<file path="src/irq_ctrl_map.vh">
// Register map, field positions and reset values of the core interrupt controller
`ifndef IRQ_CTRL_MAP_VH
`define IRQ_CTRL_MAP_VH

// AXI4-Lite byte offsets
`define ADDR_CONTROL      8'h00
`define ADDR_OPTION       8'h04
`define ADDR_PFLAG_A      8'h08
`define ADDR_PFLAG_B      8'h0C
`define ADDR_PEN_A        8'h10
`define ADDR_PEN_B        8'h14
`define ADDR_CORE         8'h18
`define ADDR_EVT_STATUS   8'h1C
`define ADDR_EVT_CLEAR    8'h20
`define ADDR_EVT_ENABLE   8'h24

// Control register fields
`define BIT_GLOBAL_EN     7
`define BIT_PGROUP_EN     6
`define BIT_TIMER_EN      5
`define BIT_EXT_EN        4
`define BIT_PORT_EN       3
`define BIT_TIMER_FLAG    2
`define BIT_EXT_FLAG      1
`define BIT_PORT_FLAG     0

// Option register field
`define BIT_EDGE_SEL      6

// Core status fields
`define BIT_CORE_SLEEP    0
`define BIT_CORE_INSVC    1

// Event status fields
`define EVT_VECTOR        0
`define EVT_WAKE          1
`define EVT_RETURN        2

// Reset values
`define RST_CONTROL       8'h00
`define RST_OPTION        8'hFF
`define RST_PERIPH        8'h00

// Interrupt vector and latency in instruction cycles
`define IRQ_VECTOR        13'h0004
`define EXT_LATENCY       3

`endif

</file>
<file path="src/core_interrupt_controller.v">
// Core interrupt controller: flags, masking, vectoring, sleep wake-up, AXI4-Lite registers
// How it works
// - Flags set by events regardless of enables
// - Global enable bit 7 gates all vectoring
// - Enabled pending source vectors after the fixed latency of 3 instruction cycles
// - Reset clears the global enable
// - Return instruction sets global enable again
// - Taking interrupt clears enable, pushes, vectors 0004h
// - External event latency fixed, instruction-length independent
// - Peripheral flags/enables in two pairs, group gated
// - Pin edge per select bit sets pin flag
// - Pin enable gates pin interrupt and wake
// - Timer rollover sets timer flag, enable gates
// - Port pins 7:4 change sets port flag
// - Wake sets source flags, vectors if enabled
// - Wake with global clear continues after sleep
//
// The address map and the AXI4-Lite interface to the registers were decided locally.
`timescale 1ns/1ps
`default_nettype none
`include "irq_ctrl_map.vh"

module core_interrupt_controller #(
	parameter PC_WIDTH = 13,		// Program counter width
	parameter PW       = 8			// Peripheral register width
) (
	input  wire                clk_sys,
	input  wire                reset,
	// AXI4-Lite slave
	input  wire [7:0]          s_axi_awaddr,
	input  wire                s_axi_awvalid,
	output reg                 s_axi_awready,
	input  wire [31:0]         s_axi_wdata,
	input  wire [3:0]          s_axi_wstrb,
	input  wire                s_axi_wvalid,
	output reg                 s_axi_wready,
	output reg  [1:0]          s_axi_bresp,
	output reg                 s_axi_bvalid,
	input  wire                s_axi_bready,
	input  wire [7:0]          s_axi_araddr,
	input  wire                s_axi_arvalid,
	output reg                 s_axi_arready,
	output reg  [31:0]         s_axi_rdata,
	output reg  [1:0]          s_axi_rresp,
	output reg                 s_axi_rvalid,
	input  wire                s_axi_rready,
	// Pins
	input  wire                ext_irq_pin,
	input  wire [7:4]          port_b_pins,
	// Internal sources
	input  wire [7:0]          timer_zero_count,
	input  wire [PW-1:0]       periph_event_a,
	input  wire [PW-1:0]       periph_event_b,
	// Core interface
	input  wire                instr_cycle,		// One pulse per instruction cycle
	input  wire [PC_WIDTH-1:0] core_pc,		// Return address to push
	input  wire                return_from_irq_instr,
	input  wire                sleep_instr,
	output reg                 vector_take,		// Pulse: push and load vector
	output reg  [PC_WIDTH-1:0] vector_pc,
	output reg  [PC_WIDTH-1:0] push_pc,
	output reg                 core_sleeping,
	output reg                 wake_pulse,
	output reg                 irq_request,
	output reg                 irq
);

	////////////////////////////////////////////////////////////////////////////
	// Storage
	reg [7:0]    irq_control_reg_r;		// Control: enables and core flags
	reg [7:0]    option_r;			// Edge select lives at bit 6
	reg [PW-1:0] periph_flag_reg_a_r;
	reg [PW-1:0] periph_flag_reg_b_r;
	reg [PW-1:0] periph_enable_reg_a_r;
	reg [PW-1:0] periph_enable_reg_b_r;
	reg          inService_r;		// Core is inside the service routine
	reg [2:0]    evtStatus_r;		// Sticky block events
	reg [2:0]    evtEnable_r;
	reg [2:0]    extSync_r;			// Three-stage pin synchroniser
	reg [3:0]    portSync0_r;		// Port stage one
	reg [3:0]    portSync1_r;		// Port stage two
	reg [3:0]    portSync2_r;		// Port stage three
	reg [3:0]    portLast_r;		// Last accepted port value
	reg          extLast_r;			// Last accepted pin level
	reg [7:0]    timerLast_r;		// Previous timer count
	reg [1:0]    latCnt_r;			// Instruction cycles since request
	reg          pend_r;			// Request waiting for vector slot

	// Bus holding registers
	reg          awHeld_r;
	reg          wHeld_r;
	reg [7:0]    awAddr_r;
	reg [31:0]   wData_r;
	reg [3:0]    wStrb_r;

	////////////////////////////////////////////////////////////////////////////
	// Synchronisers and event detection
	wire extStable = (extSync_r[1] == extSync_r[2]);	// Second and third agree
	wire portStable = (portSync1_r == portSync2_r);
	wire edgeSel = option_r[`BIT_EDGE_SEL];
	// Rising when select set, falling when clear
	wire extEdge = extStable && (extSync_r[2] != extLast_r) &&
		(extSync_r[2] == edgeSel);
	wire portChange = portStable && (portSync2_r != portLast_r);
	wire timerRoll = (timerLast_r == 8'hFF) && (timer_zero_count == 8'h00);

	// Pin and port pass three flops; only stage two and three are compared
	always @(posedge clk_sys) begin
		if (reset) begin
			extSync_r <= 3'h0;
			portSync0_r <= 4'h0;
			portSync1_r <= 4'h0;
			portSync2_r <= 4'h0;
			portLast_r <= 4'h0;
			extLast_r <= 1'b0;
			timerLast_r <= 8'h00;
		end else begin
			extSync_r <= {extSync_r[1:0], ext_irq_pin};
			portSync0_r <= port_b_pins;
			portSync1_r <= portSync0_r;
			portSync2_r <= portSync1_r;
			if (extStable)
				extLast_r <= extSync_r[2];
			if (portStable)
				portLast_r <= portSync2_r;
			timerLast_r <= timer_zero_count;
		end
	end

	////////////////////////////////////////////////////////////////////////////
	// Request forming
	wire [7:0] ctl = irq_control_reg_r;
	wire coreAny = (ctl[`BIT_TIMER_FLAG] & ctl[`BIT_TIMER_EN]) |
		(ctl[`BIT_EXT_FLAG] & ctl[`BIT_EXT_EN]) |
		(ctl[`BIT_PORT_FLAG] & ctl[`BIT_PORT_EN]);
	wire periphAny = ctl[`BIT_PGROUP_EN] &
		(|(periph_flag_reg_a_r & periph_enable_reg_a_r) |
		 |(periph_flag_reg_b_r & periph_enable_reg_b_r));
	wire anyEnabled = coreAny | periphAny;
	wire request = ctl[`BIT_GLOBAL_EN] & anyEnabled;
	// Vector on an instruction boundary once the fixed latency has passed.
	// Counting instruction cycles, not clocks, keeps two-cycle
	// instructions from stretching the latency.
	wire takeNow = request & ~core_sleeping & instr_cycle &
		(latCnt_r == 2'd`EXT_LATENCY - 2'd1);

	////////////////////////////////////////////////////////////////////////////
	// Bus decode
	wire wrFire = awHeld_r & wHeld_r & ~s_axi_bvalid;
	wire rdFire = s_axi_arvalid & s_axi_arready;

	function [7:0] merge8;
		input [7:0] old;
		input [31:0] data;
		input [3:0] strb;
		begin
			merge8 = strb[0] ? data[7:0] : old;
		end
	endfunction

	function hit;
		input [7:0] a;
		input [7:0] b;
		begin
			hit = (a[7:2] == b[7:2]);
		end
	endfunction

	wire wCtl = wrFire & hit(awAddr_r, `ADDR_CONTROL);
	wire [7:0] ctlWr = merge8(ctl, wData_r, wStrb_r);

	////////////////////////////////////////////////////////////////////////////
	// Control register, flags and sequencing
	always @(posedge clk_sys) begin
		if (reset) begin
			irq_control_reg_r <= `RST_CONTROL;
			option_r <= `RST_OPTION;
			periph_flag_reg_a_r <= `RST_PERIPH;
			periph_flag_reg_b_r <= `RST_PERIPH;
			periph_enable_reg_a_r <= `RST_PERIPH;
			periph_enable_reg_b_r <= `RST_PERIPH;
			inService_r <= 1'b0;
			latCnt_r <= 2'd0;
			pend_r <= 1'b0;
			core_sleeping <= 1'b0;
			wake_pulse <= 1'b0;
			vector_take <= 1'b0;
			vector_pc <= {PC_WIDTH{1'b0}};
			push_pc <= {PC_WIDTH{1'b0}};
			irq_request <= 1'b0;
		end else begin
			vector_take <= 1'b0;
			wake_pulse <= 1'b0;
			irq_request <= request;
			// Software write first; hardware sets below override it
			if (wCtl)
				irq_control_reg_r <= ctlWr;
			if (wrFire && hit(awAddr_r, `ADDR_OPTION))
				option_r <= merge8(option_r, wData_r, wStrb_r);
			if (wrFire && hit(awAddr_r, `ADDR_PFLAG_A))
				periph_flag_reg_a_r <= merge8(periph_flag_reg_a_r, wData_r, wStrb_r)
					| periph_event_a;
			else
				periph_flag_reg_a_r <= periph_flag_reg_a_r | periph_event_a;
			if (wrFire && hit(awAddr_r, `ADDR_PFLAG_B))
				periph_flag_reg_b_r <= merge8(periph_flag_reg_b_r, wData_r, wStrb_r)
					| periph_event_b;
			else
				periph_flag_reg_b_r <= periph_flag_reg_b_r | periph_event_b;
			if (wrFire && hit(awAddr_r, `ADDR_PEN_A))
				periph_enable_reg_a_r <= merge8(periph_enable_reg_a_r, wData_r, wStrb_r);
			if (wrFire && hit(awAddr_r, `ADDR_PEN_B))
				periph_enable_reg_b_r <= merge8(periph_enable_reg_b_r, wData_r, wStrb_r);
			// Event flags win over a clearing write in the same cycle
			if (extEdge)
				irq_control_reg_r[`BIT_EXT_FLAG] <= 1'b1;
			if (timerRoll)
				irq_control_reg_r[`BIT_TIMER_FLAG] <= 1'b1;
			if (portChange)
				irq_control_reg_r[`BIT_PORT_FLAG] <= 1'b1;
			// Latency counter runs on instruction cycles while requested
			if (!request || core_sleeping)
				latCnt_r <= 2'd0;
			else if (instr_cycle && !takeNow)
				latCnt_r <= latCnt_r + 2'd1;
			// Sleep entry; a pending enabled source turns sleep into a no-op
			if (sleep_instr && !core_sleeping && !anyEnabled)
				core_sleeping <= 1'b1;
			// Wake on any enabled source regardless of global enable
			if (core_sleeping && anyEnabled) begin
				core_sleeping <= 1'b0;
				wake_pulse <= 1'b1;
				// Global set: vector after the next instruction
				pend_r <= ctl[`BIT_GLOBAL_EN];
			end
			if (takeNow || (pend_r && instr_cycle && request)) begin
				irq_control_reg_r[`BIT_GLOBAL_EN] <= 1'b0;
				push_pc <= core_pc;
				vector_pc <= `IRQ_VECTOR;
				vector_take <= 1'b1;
				inService_r <= 1'b1;
				pend_r <= 1'b0;
				latCnt_r <= 2'd0;
			end else if (pend_r && !request)
				pend_r <= 1'b0;
			if (return_from_irq_instr) begin
				irq_control_reg_r[`BIT_GLOBAL_EN] <= 1'b1;
				inService_r <= 1'b0;
			end
		end
	end

	////////////////////////////////////////////////////////////////////////////
	// Block event status, clear and enable; interrupt output
	wire [2:0] evtSet = {return_from_irq_instr, core_sleeping & anyEnabled,
		takeNow | (pend_r & instr_cycle & request)};
	wire wClr = wrFire & hit(awAddr_r, `ADDR_EVT_CLEAR);

	// Set wins over a clear in the same cycle
	always @(posedge clk_sys) begin
		if (reset) begin
			evtStatus_r <= 3'h0;
			evtEnable_r <= 3'h0;
			irq <= 1'b0;
		end else begin
			evtStatus_r <= (evtStatus_r & ~(wClr ? wData_r[2:0] : 3'h0)) | evtSet;
			if (wrFire && hit(awAddr_r, `ADDR_EVT_ENABLE))
				evtEnable_r <= wData_r[2:0];
			irq <= |(evtStatus_r & evtEnable_r);
		end
	end

	////////////////////////////////////////////////////////////////////////////
	// AXI4-Lite write channel: address and data taken in either order
	always @(posedge clk_sys) begin
		if (reset) begin
			awHeld_r <= 1'b0;
			wHeld_r <= 1'b0;
			awAddr_r <= 8'h00;
			wData_r <= 32'h0000_0000;
			wStrb_r <= 4'h0;
			s_axi_awready <= 1'b0;
			s_axi_wready <= 1'b0;
			s_axi_bvalid <= 1'b0;
			s_axi_bresp <= 2'b00;
		end else begin
			s_axi_awready <= ~awHeld_r & ~s_axi_awready & s_axi_awvalid;
			s_axi_wready <= ~wHeld_r & ~s_axi_wready & s_axi_wvalid;
			if (s_axi_awvalid && s_axi_awready) begin
				awHeld_r <= 1'b1;
				awAddr_r <= s_axi_awaddr;
			end
			if (s_axi_wvalid && s_axi_wready) begin
				wHeld_r <= 1'b1;
				wData_r <= s_axi_wdata;
				wStrb_r <= s_axi_wstrb;
			end
			if (wrFire) begin
				awHeld_r <= 1'b0;
				wHeld_r <= 1'b0;
				s_axi_bvalid <= 1'b1;
				// Unmapped offsets answer with a slave error
				s_axi_bresp <= (awAddr_r > `ADDR_EVT_ENABLE + 8'h03) ? 2'b10 : 2'b00;
			end else if (s_axi_bready)
				s_axi_bvalid <= 1'b0;
		end
	end

	////////////////////////////////////////////////////////////////////////////
	// AXI4-Lite read channel; status register is read-only, clear reads zero
	reg [31:0] rdMux;
	always @* begin
		rdMux = 32'h0000_0000;
		case (s_axi_araddr[7:2])
			6'h00: rdMux[7:0] = ctl;
			6'h01: rdMux[7:0] = option_r;
			6'h02: rdMux[PW-1:0] = periph_flag_reg_a_r;
			6'h03: rdMux[PW-1:0] = periph_flag_reg_b_r;
			6'h04: rdMux[PW-1:0] = periph_enable_reg_a_r;
			6'h05: rdMux[PW-1:0] = periph_enable_reg_b_r;
			6'h06: rdMux[1:0] = {inService_r, core_sleeping};
			6'h07: rdMux[2:0] = evtStatus_r;
			6'h09: rdMux[2:0] = evtEnable_r;
			default: rdMux = 32'h0000_0000;
		endcase
	end

	always @(posedge clk_sys) begin
		if (reset) begin
			s_axi_arready <= 1'b0;
			s_axi_rvalid <= 1'b0;
			s_axi_rdata <= 32'h0000_0000;
			s_axi_rresp <= 2'b00;
		end else begin
			s_axi_arready <= ~s_axi_arready & ~s_axi_rvalid & s_axi_arvalid;
			if (rdFire) begin
				s_axi_rvalid <= 1'b1;
				s_axi_rdata <= rdMux;
				s_axi_rresp <= (s_axi_araddr > `ADDR_EVT_ENABLE + 8'h03) ? 2'b10 : 2'b00;
			end else if (s_axi_rready)
				s_axi_rvalid <= 1'b0;
		end
	end

endmodule // core_interrupt_controller
`default_nettype wire

</file>
<file path="config.mk">
export PLATFORM = sky130hd
export DESIGN_NAME = core_interrupt_controller
export DESIGN_NICKNAME = d
export VERILOG_FILES = /design/src/core_interrupt_controller.v
export VERILOG_INCLUDE_DIRS = /design/src
export SDC_FILE = /design/constraint.sdc
export NUM_CORES = 1
export LEC_CHECK = 0
export BUFFER_PORTS_ARGS = -buffer_cell sky130_fd_sc_hd__buf_2
export CAP_MARGIN = 10
export CORE_UTILIZATION = 30
export DETAILED_ROUTE_END_ITERATION = 8
export GPL_TIMING_DRIVEN = 0
export SLEW_MARGIN = 20
export SYNTH_ARGS = -nofsm -noshare
export SYNTH_HDL_FRONTEND = slang
export SYNTH_SLANG_ARGS = --single-unit
export TNS_END_PERCENT = 5
</file>
<file path="constraint.sdc">
create_clock -name clk_sys -period 2.5 [get_ports clk_sys]
set_input_delay 0.25 -clock clk_sys [delete_from_list [all_inputs] [get_ports clk_sys]]
set_output_delay 0.25 -clock clk_sys [all_outputs]
set_load 0.03 [all_outputs]
</file>
== Yosys cells after proc, flatten, opt, wreduce, memory -nomap -nowiden ==
Index checks and enable logic that the tools add are counted.

* Flip-flop bits (word level): 141
* Input port bits: 104
* Output and inout port bits: 72
* Word-level logic and storage cells: 189

* Add/subtract/negate cells: 1
* $lt $le $gt $ge: 2
* Equal/unequal tests: 22
* Multiplexer cells: 23
* Bitwise gates (word level): 45
* Reductions and logical operators: 54

{| class="wikitable"
|+ Operators by type and width
! kind !! number
|-
| 8-bit two-way mux || 6
|-
| 6-bit by 3-bit == test with 1-bit output, second input constant || 6
|-
| 8-bit bitwise OR || 4
|-
| 5-bit one-hot mux with 6 select lines || 1
|-
| 6-bit by 2-bit == test with 1-bit output, second input constant || 4
|-
| 1-bit AND || 22
|-
| 1-bit logical AND || 19
|-
| 6-bit by 4-bit == test with 1-bit output, second input constant || 3
|-
| 2-bit one-hot mux with 9 select lines || 1
|-
| 8-bit AND || 2
|-
| 8-bit by 6-bit > comparator with 1-bit output, second input constant || 2
|-
| 2-bit AND reduction || 8
|-
| 2-bit nonzero test || 8
|-
| 8-bit OR reduction || 2
|-
| 6-bit by 1-bit == test with 1-bit output, second input constant || 2
|-
| 6-bit zero test || 2
|-
| 1-bit two-way mux || 11
|-
| 3-bit OR reduction || 3
|-
| 8-bit == test, second input constant || 1
|-
| 8-bit zero test || 1
|-
| 1-bit inverter || 8
|-
| 1-bit one-hot mux with 8 select lines || 1
|-
| 3-bit AND || 2
|-
| 3-bit nonzero test || 2
|-
| other kinds (14) || 26
|}

== Depth between registers and ports, before layout ==
Gate-level depths: netlist of the first run.

* Depth after elaboration: 12
* Mapped depth: 9

== Worst setup path before layout of the first run ==
Ideal clock, no wire load.

* Path kind: register -> register
* Start: register latCnt_r[0]
* End: register push_pc[10]
* Setup time: 0.128 ns
* Arrival time: 1.763 ns
* Required time: 2.372 ns
* Setup slack: 0.610 ns
* Cell stages (with the launch flop): 10
* Period minus slack after synthesis: 1.890 ns
* Cells stage by stage: dfxtp_1 > inv_1 > ha_1 > nor2b_1 > o21a_1 > nand3_1 > o21ai_2 > buf_4 > mux2i_1 > nor2_1

* Word-level cells in the longest chain between the ends: 3

{| class="wikitable"
|+ RTL lines
! item !! line !! text
|-
| start: declaration || core_interrupt_controller.v:86 || <nowiki>reg [1:0] latCnt_r;</nowiki>
|-
| start signal: assignment || core_interrupt_controller.v:225 || <nowiki>latCnt_r <= latCnt_r + 2'd1;</nowiki>
|-
| 2-bit == test || core_interrupt_controller.v:145 || <nowiki>(latCnt_r == 2'd`EXT_LATENCY - 2'd1);</nowiki>
|-
| 1-bit AND || core_interrupt_controller.v:144 || <nowiki>wire takeNow = request & ~core_sleeping & instr_cycle &</nowiki>
|-
| 1-bit logical OR || core_interrupt_controller.v:236 || <nowiki>if (takeNow || (pend_r && instr_cycle && request)) begin</nowiki>
|-
| end signal: assignment || core_interrupt_controller.v:189 || <nowiki>push_pc <= {PC_WIDTH{1'b0}};</nowiki>
|-
| end signal: assignment || core_interrupt_controller.v:238 || <nowiki>push_pc <= core_pc;</nowiki>
|-
| end: declaration || core_interrupt_controller.v:61 || <nowiki>output reg [PC_WIDTH-1:0] push_pc,</nowiki>
|}

Every way passes these cells.
A chain may end at the register's enable or synchronous reset.

== Worst setup path after layout of the first run ==
* Start: register latCnt_r[0]
* End: register push_pc[11]

Same word-level chain as after synthesis.

==> run summary, run 1 <==
Total number of clock tree sinks - 137
Synthesized area - 5770 um2
PD cells - 715 nW/um2
Hold Crit Start - return_from_irq_instr
Final cell count without fillers - 1027
Post CTS Setup Buffer Count - 0
Count of maximum capacitance violations - 0
Total via count in the routed design - 4850
Post-detailed-route wirelength per cell - 15.1 um
Yosys warning count - 0
Die height - 141 um
Post-layout total power - 5.23 mW
Period utilization - 88.9%
Capturing element type of the critical path - flip-flop
Nets@finish - 886
Tightest slew margin relative to the limit - 47.5%
Register area share after synthesis - 47.5%
Required time at the endpoint of the critical path - 2.79 ns
Area of the core region - 18800 um2
Worst Setup Slack post-DPL - 0.270 ns
Capture instance of the worst register-to-register path - push_pc[11]
CP arrival - 2.51 ns
Inst Count DP - 996
Transition time at the pin with the least slew margin - 0.787 ns
Boundary pin count - 176
Filler Cells Inserted - 1937
# H-tree levels - 4
Worst hold endpoint - inService_r
Commonest non-fill, non-tap cell in the layout - dfxtp_1
FF+latch count, synth - 137
Final setup margin - 0.278 ns
Count of unique library cells instantiated by Yosys - 53
CTS clk-pin slew, worst paths - 0.05 ns
Routed via count divided by cell count - 4.72
Routed wire length - 15500 um
Syn-to-layout area delta - 26.7%
Average instance area after synthesis - 9.28 um2
Number of hold-slack violations in the final timing report - 0
Kind of start point of the critical path - flip-flop
Gates resized, CTS repair - 0
Maximum number of pins on one net before global-route repair - 17
Most used cells in the layout excluding fill and tap cells - 137 x dfxtp_1, 107 x buf_2, 77 x nor2_1, 54 x mux2i_1, 53 x a21oi_1
Count of hold buffers inserted by post-cts repair - 0
Effective utilization at floorplan - 30.8%
CTS tree - yes
Clk_lat worst skew - 0.41 ns
Status - complete, no violations
Critical path type - flip-flop to flip-flop
Global placer's final weighted congestion - 0.897
Row Count - 50
GRT Util Overall - 16.3%
Crit Reg-Reg Startpoint - latCnt_r[0]
Residual DRC count - 0
Final Critical Period - 2.22 ns
Number of flops mapped to enable cells by yosys - 0
Worst hold-check path type - input pin to flip-flop
Post-synthesis async set-or-reset flop share - 0%
Crit Path Max Fanout - 10
Grt total ovfl - 0
Final setup skew - 0.00646 ns
Number of detailed-route iterations in the first pass - 5
Maximum vdd drop - 0.407 mV
Synthesized netlist cell count - 622
Post-synth top flop - dfxtp_1
Detail Route Antenna Nets - 0
Register-to-register setup slack - 0.28 ns
Sum of negative setup slack - 0 ns
Global-route wire length before repair - 24400 um
Worst Hold Path Cells - 2
Number of CTS-inserted buffers - 17
Initial antenna violation count - 4
Hpwl dp - 11600 um
Static power due to leakage - 3.22 nW
Die X-Extent - 141 um
Root Buffer - clkbuf_16
Number of global-route vias before repair - 4466
Quantity of I/O buffers inserted on ports - 103
Cells on worst reg2reg path - 9
Die Outline Area - 19800 um2
RSZ-0062 raised after global routing - no
Setup-failing EPs final - 0
Share of final-layout standard cells stronger than drive strength 1 - 23.9%
Slew Limit Fails - 0
Number of buffers between clock root and the deepest sink - 2
First-iteration detailed-routing DRC count - 311
Fmax - 450 MHz
## sequential cells by signal, summed over array words and instances, names as in the netlist, 6 cells and up
register and count:
awAddr_r 6, ctl 8, option_r 8, periph_enable_reg_a_r 8
periph_enable_reg_b_r 8, periph_flag_reg_a_r 8, periph_flag_reg_b_r 8, push_pc 13
s_axi_rdata 8, timerLast_r 8, wData_r 8
## Yosys cell counts, types with 2 or more instances
master / number / area share (%)
a211o_1: 8 / 1.2
a21oi_1: 53 / 4.6
a221o_1: 5 / 0.87
a221oi_1: 10 / 1.5
a222oi_1: 4 / 0.69
a22o_1: 4 / 0.61
a22oi_1: 5 / 0.65
a311oi_1: 4 / 0.61
and2_1: 3 / 0.33
buf_2: 4 / 0.35
buf_4: 40 / 5.2
clkbuf_1: 24 / 1.6
dfxtp_1: 137 / 47
inv_1: 24 / 1.6
mux2i_1: 54 / 9.4
mux4_2: 2 / 0.78
nand2_1: 37 / 2.4
nand2b_1: 3 / 0.33
nand3_1: 13 / 1.1
nand3b_1: 4 / 0.52
nand4_1: 5 / 0.54
nand4b_1: 2 / 0.30
nor2_1: 77 / 5.0
nor2b_1: 33 / 3.6
nor3_1: 10 / 0.87
nor3b_4: 2 / 0.65
nor4_1: 3 / 0.33
nor4b_1: 3 / 0.46
nor4b_2: 2 / 0.52
o21a_1: 2 / 0.26
o21ai_0: 16 / 1.4
xor2_1: 8 / 1.2
## routing by layer
layer | GRT usage, % | vias to the layer above | share of wire (%)
li1 | - | 2415 | -
met1 | 20.6 | 2227 | 45
met2 | 25.9 | 179 | 45
met3 | 5.33 | 27 | 7.5
met4 | 6.18 | 2 | 2.3
met5 | 0 | - | 0.084
## worst max-delay path: stages (launching register included)
cell     delay, ns
dfxtp_1       0.30
inv_1         0.08
ha_1          0.16
nor2b_1       0.21
o21a_1        0.18
nand3_1       0.10
o21ai_2       0.49
buf_4         0.32
mux2i_1       0.20
nor2_1        0.05
## stage by stage
step | util (%) | hold WS [ns] | cell area, um2
floorplan | - | 0.329 | 5910
global placement | 35.8 | 0.419 | 6720
detailed placement | 35.8 | 0.421 | 6720
CTS | 39.0 | 0.00174 | 7310
global route | 39.0 | 0.00221 | 7320
finish | 39.0 | 0.0188 | 7320
## cells by family after synthesis
family,Yosys count,synth area share (%)
AOI/OAI and AO/OA,117,13.2
xor gates and xnor gates,9,1.37
adders and majority gates,1,0.217
buffers and inverters,94,8.93
DFF,137,47.5
muxes,56,10.1
other,1,0.0649
and+or+nand+nor,207,18.6
## worst max path at each step
stage | from | cells past startpoint | to | slack (ns)
after floorplan | latCnt_r[0] | 9 | push_pc[10] | 0.61
after global placement | latCnt_r[0] | 9 | push_pc[11] | 0.29
after detailed placement | latCnt_r[0] | 9 | push_pc[11] | 0.27
after CTS | latCnt_r[0] | 9 | push_pc[11] | 0.25
after global routing | latCnt_r[0] | 9 | push_pc[10] | 0.02
final | latCnt_r[0] | 9 | push_pc[11] | 0.28
## power by group
group          internal [mW]  leakage [nW]  switching, mW
Combinational          0.160          1.82          0.255
Clock                   1.63         0.291          0.894
Sequential              2.25          1.12         0.0542
## cell type report
class	instances	area (um2)	share of cell area (%)
diodes	2	5.00	0.0684
plain buffers	70	425	5.81
clock buffers	21	470	6.43
clock inverters	8	121	1.66
inverters	24	90.1	1.23
multi-input cells	428	2660	36.3
flip-flops and latches	137	2740	37.5
well taps	234	293	4.00
repair buffers	103	515	7.04
Note: power is estimated with default switching activity, not from simulation.
==> inputs of run 2 (changes only) <==
--- a/config.mk
+++ b/config.mk
@@ -8,7 +8,7 @@
 export LEC_CHECK = 0
 export BUFFER_PORTS_ARGS = -buffer_cell sky130_fd_sc_hd__buf_2
 export CAP_MARGIN = 10
-export CORE_UTILIZATION = 30
+export CORE_UTILIZATION = 40
 export DETAILED_ROUTE_END_ITERATION = 8
 export GPL_TIMING_DRIVEN = 0
 export SLEW_MARGIN = 20
==> run 2 against run 1 <==
  * Wire length rose by 1.3%
  * First-iteration DRC count fell by 8.4%
  * Worst hold slack improved by 0.021 ns
  * Clock skew fell by 0.0010 ns
  * Clock-buffer cell count fell by 1
  * Power fell by 1.2%
==> run summary, run 2 (synthesis results as in run 1) <==
Hpwl dp - 11700 um (+0.43%)
Maximum number of pins on one net before global-route repair - 17 (unchanged)
Worst hold endpoint - portSync0_r[2]
Status - complete, no violations
ANT cells - 0 (-2)
Syn-to-layout area delta - 25.5%
Commonest non-fill, non-tap cell in the layout - dfxtp_1
Post CTS Setup Buffer Count - 0 (unchanged)
Tightest slew margin relative to the limit - 47.9% (+0.42 points)
Critical path type - flip-flop to flip-flop
Area taken by flip-flops and latches - 2740 um2 (unchanged)
Transition time at the pin with the least slew margin - 0.781 ns (-0.00632 ns)
Critical path's top delay family - compound AO/OA/AOI/OAI gates
Gates resized, CTS repair - 0 (unchanged)
Setup-failing EPs final - 0 (unchanged)
Worst stage delay on the critical path - 0.47 ns (-0.02 ns)
CTS tree - yes
Register-to-register setup slack - 0.28 ns (about the same)
Critical path's slowest cell - o21ai_2
Number of buffers between clock root and the deepest sink - 2 (unchanged)
Crit Reg-Reg Startpoint - latCnt_r[0]
PD cells - 714 nW/um2 (-0.23%)
Global-route wire length before repair - 24500 um (+0.40%)
# H-tree levels - 4 (unchanged)
Number of CTS-inserted buffers - 17 (unchanged)
Cells on worst reg2reg path - 9 (unchanged)
Total via count in the routed design - 4948 (+2.0%)
Clk_lat worst skew - 0.42 ns (about the same)
Worst hold-check path type - input pin to flip-flop
RSZ-0062 raised after global routing - no
Filler Cells Inserted - 1366 (-29%)
Routed wire length - 15700 um (+1.3%)
Number of global-route vias before repair - 4629 (+3.6%)
Period utilization - 88.8% (about the same)
Hold Crit Start - port_b_pins[6]
Capture instance of the worst register-to-register path - push_pc[7]
First-iteration detailed-routing DRC count - 285 (-8.4%)
Area of the multi-input gates - 2660 um2 (unchanged)
Static power due to leakage - 3.22 nW (-0.15%)
Initial antenna violation count - 0 (-4)
Cell Chain, Critical Path - inv_1 -> ha_1 -> nor2b_1 -> o21a_1 -> nand3_1 -> o21ai_2 -> buf_4 -> mux2i_1 -> nor2_1
Count of hold buffers inserted by post-cts repair - 1 (+1)
Final setup skew - 0.00542 ns (-0.00104 ns)
Quantity of I/O buffers inserted on ports - 103 (unchanged)
CP arrival - 2.51 ns (about the same)
Inst Count DP - 942 (-5.4%)
Boundary pin count - 176 (unchanged)
Crit Path Max Fanout - 10 (unchanged)
Die Outline Area - 14900 um2 (-25%)
Most flop-heavy register - push_pc
Sum of buffers and inverters on the critical path - 2 (unchanged)
Routed via count divided by cell count - 5.07 (+7.5%)
Effective utilization at floorplan - 41.3% (+11 points)
Die X-Extent - 122 um (-13%)
Area of the core region - 14000 um2 (-25%)
Most used cells in the layout excluding fill and tap cells - 137 x dfxtp_1, 107 x buf_2, 77 x nor2_1, 54 x mux2i_1, 53 x a21oi_1
Final Critical Period - 2.22 ns (-0.00210 ns)
Final cell count without fillers - 975 (-5.1%)
Root Buffer - clkbuf_16
Kind of start point of the critical path - flip-flop
Number of detailed-route iterations in the first pass - 6 (+1)
Slew Limit Fails - 0 (unchanged)
Number of hold-slack violations in the final timing report - 0 (unchanged)
Grt total ovfl - 0 (unchanged)
GRT Util Overall - 22.2% (+5.8 points)
Largest register FFs - 13 (unchanged)
Sum of negative setup slack - 0 ns (unchanged)
Share of final-layout standard cells stronger than drive strength 1 - 24.2% (+0.26 points)
Nets@finish - 887 (+0.11%)
Detail Route Antenna Nets - 0 (unchanged)
Maximum vdd drop - 0.518 mV (+27%)
Worst Hold Path Cells - 2 (unchanged)
Die height - 122 um (-13%)
Residual DRC count - 0 (unchanged)
Post-detailed-route wirelength per cell - 16.1 um (+6.7%)
Count of maximum capacitance violations - 0 (unchanged)
CTS clk-pin slew, worst paths - 0.06 ns (about the same)
Capturing element type of the critical path - flip-flop
Row Count - 43 (-14%)
Fmax - 450 MHz (about the same)
Global placer's final weighted congestion - 0.883 (-1.5%)
Required time at the endpoint of the critical path - 2.79 ns (about the same)
Total number of clock tree sinks - 137 (unchanged)
-- run 2: where the power goes --
| group | internal (mW) | total [mW] | switching (mW) |
|---|---|---|---|
| Sequential | 2.24 | 2.30 | 0.0543 |
| Clock | 1.51 | 2.46 | 0.945 |
| Combinational | 0.161 | 0.414 | 0.253 |
-- run 2: metal layers --
layer	GRT usage, %	routed length, um	vias up
met4	8.31	322	0
met5	0	0	-
met2	36.5	7280	202
met1	28.3	6980	2303
li1	-	-	2418
met3	4.87	1110	25
-- run 2: through the flow --
| stage | worst slack, ns | hold slack [ns] | util [%] | total power, mW | cell area [um2] |
|---|---|---|---|---|---|
| finish | 0.280 | 0.0398 | 51.8 | 5.17 | 7250 |
| floorplan | 0.610 | 0.329 | - | 2.62 | 5910 |
| global route | 0.0398 | 0.0395 | 51.8 | 5.35 | 7250 |
| detailed placement | 0.284 | 0.424 | 47.6 | 2.76 | 6650 |
| global placement | 0.377 | 0.421 | 47.6 | 2.75 | 6650 |
| CTS | 0.257 | 0.0249 | 51.8 | 5.21 | 7250 |
-- run 2: how the worst max path moves through the flow --
| stage | to | startpoint | slack [ns] | cells after the start |
|---|---|---|---|---|
| CTS | push_pc[5] | latCnt_r[0] | 0.26 | 9 |
| finish | push_pc[7] | latCnt_r[0] | 0.28 | 9 |
| global route | push_pc[10] | latCnt_r[0] | 0.04 | 9 |
| detailed placement | push_pc[5] | latCnt_r[0] | 0.28 | 9 |
| global placement | push_pc[10] | latCnt_r[0] | 0.38 | 9 |
| floorplan | push_pc[10] | latCnt_r[0] | 0.61 | 9 |
-- run 2: cell type report --
class                           instances  share of cell area [%]
Sequential cell                       137                    37.9
Clock inverter                         12                    1.73
Inverter                               24                    1.24
Timing Repair Buffer                  104                    7.25
Buffer                                 70                    5.87
Tap cell                              180                    3.11
Multi-Input combinational cell        428                    36.6
Clock buffer                           20                    6.30
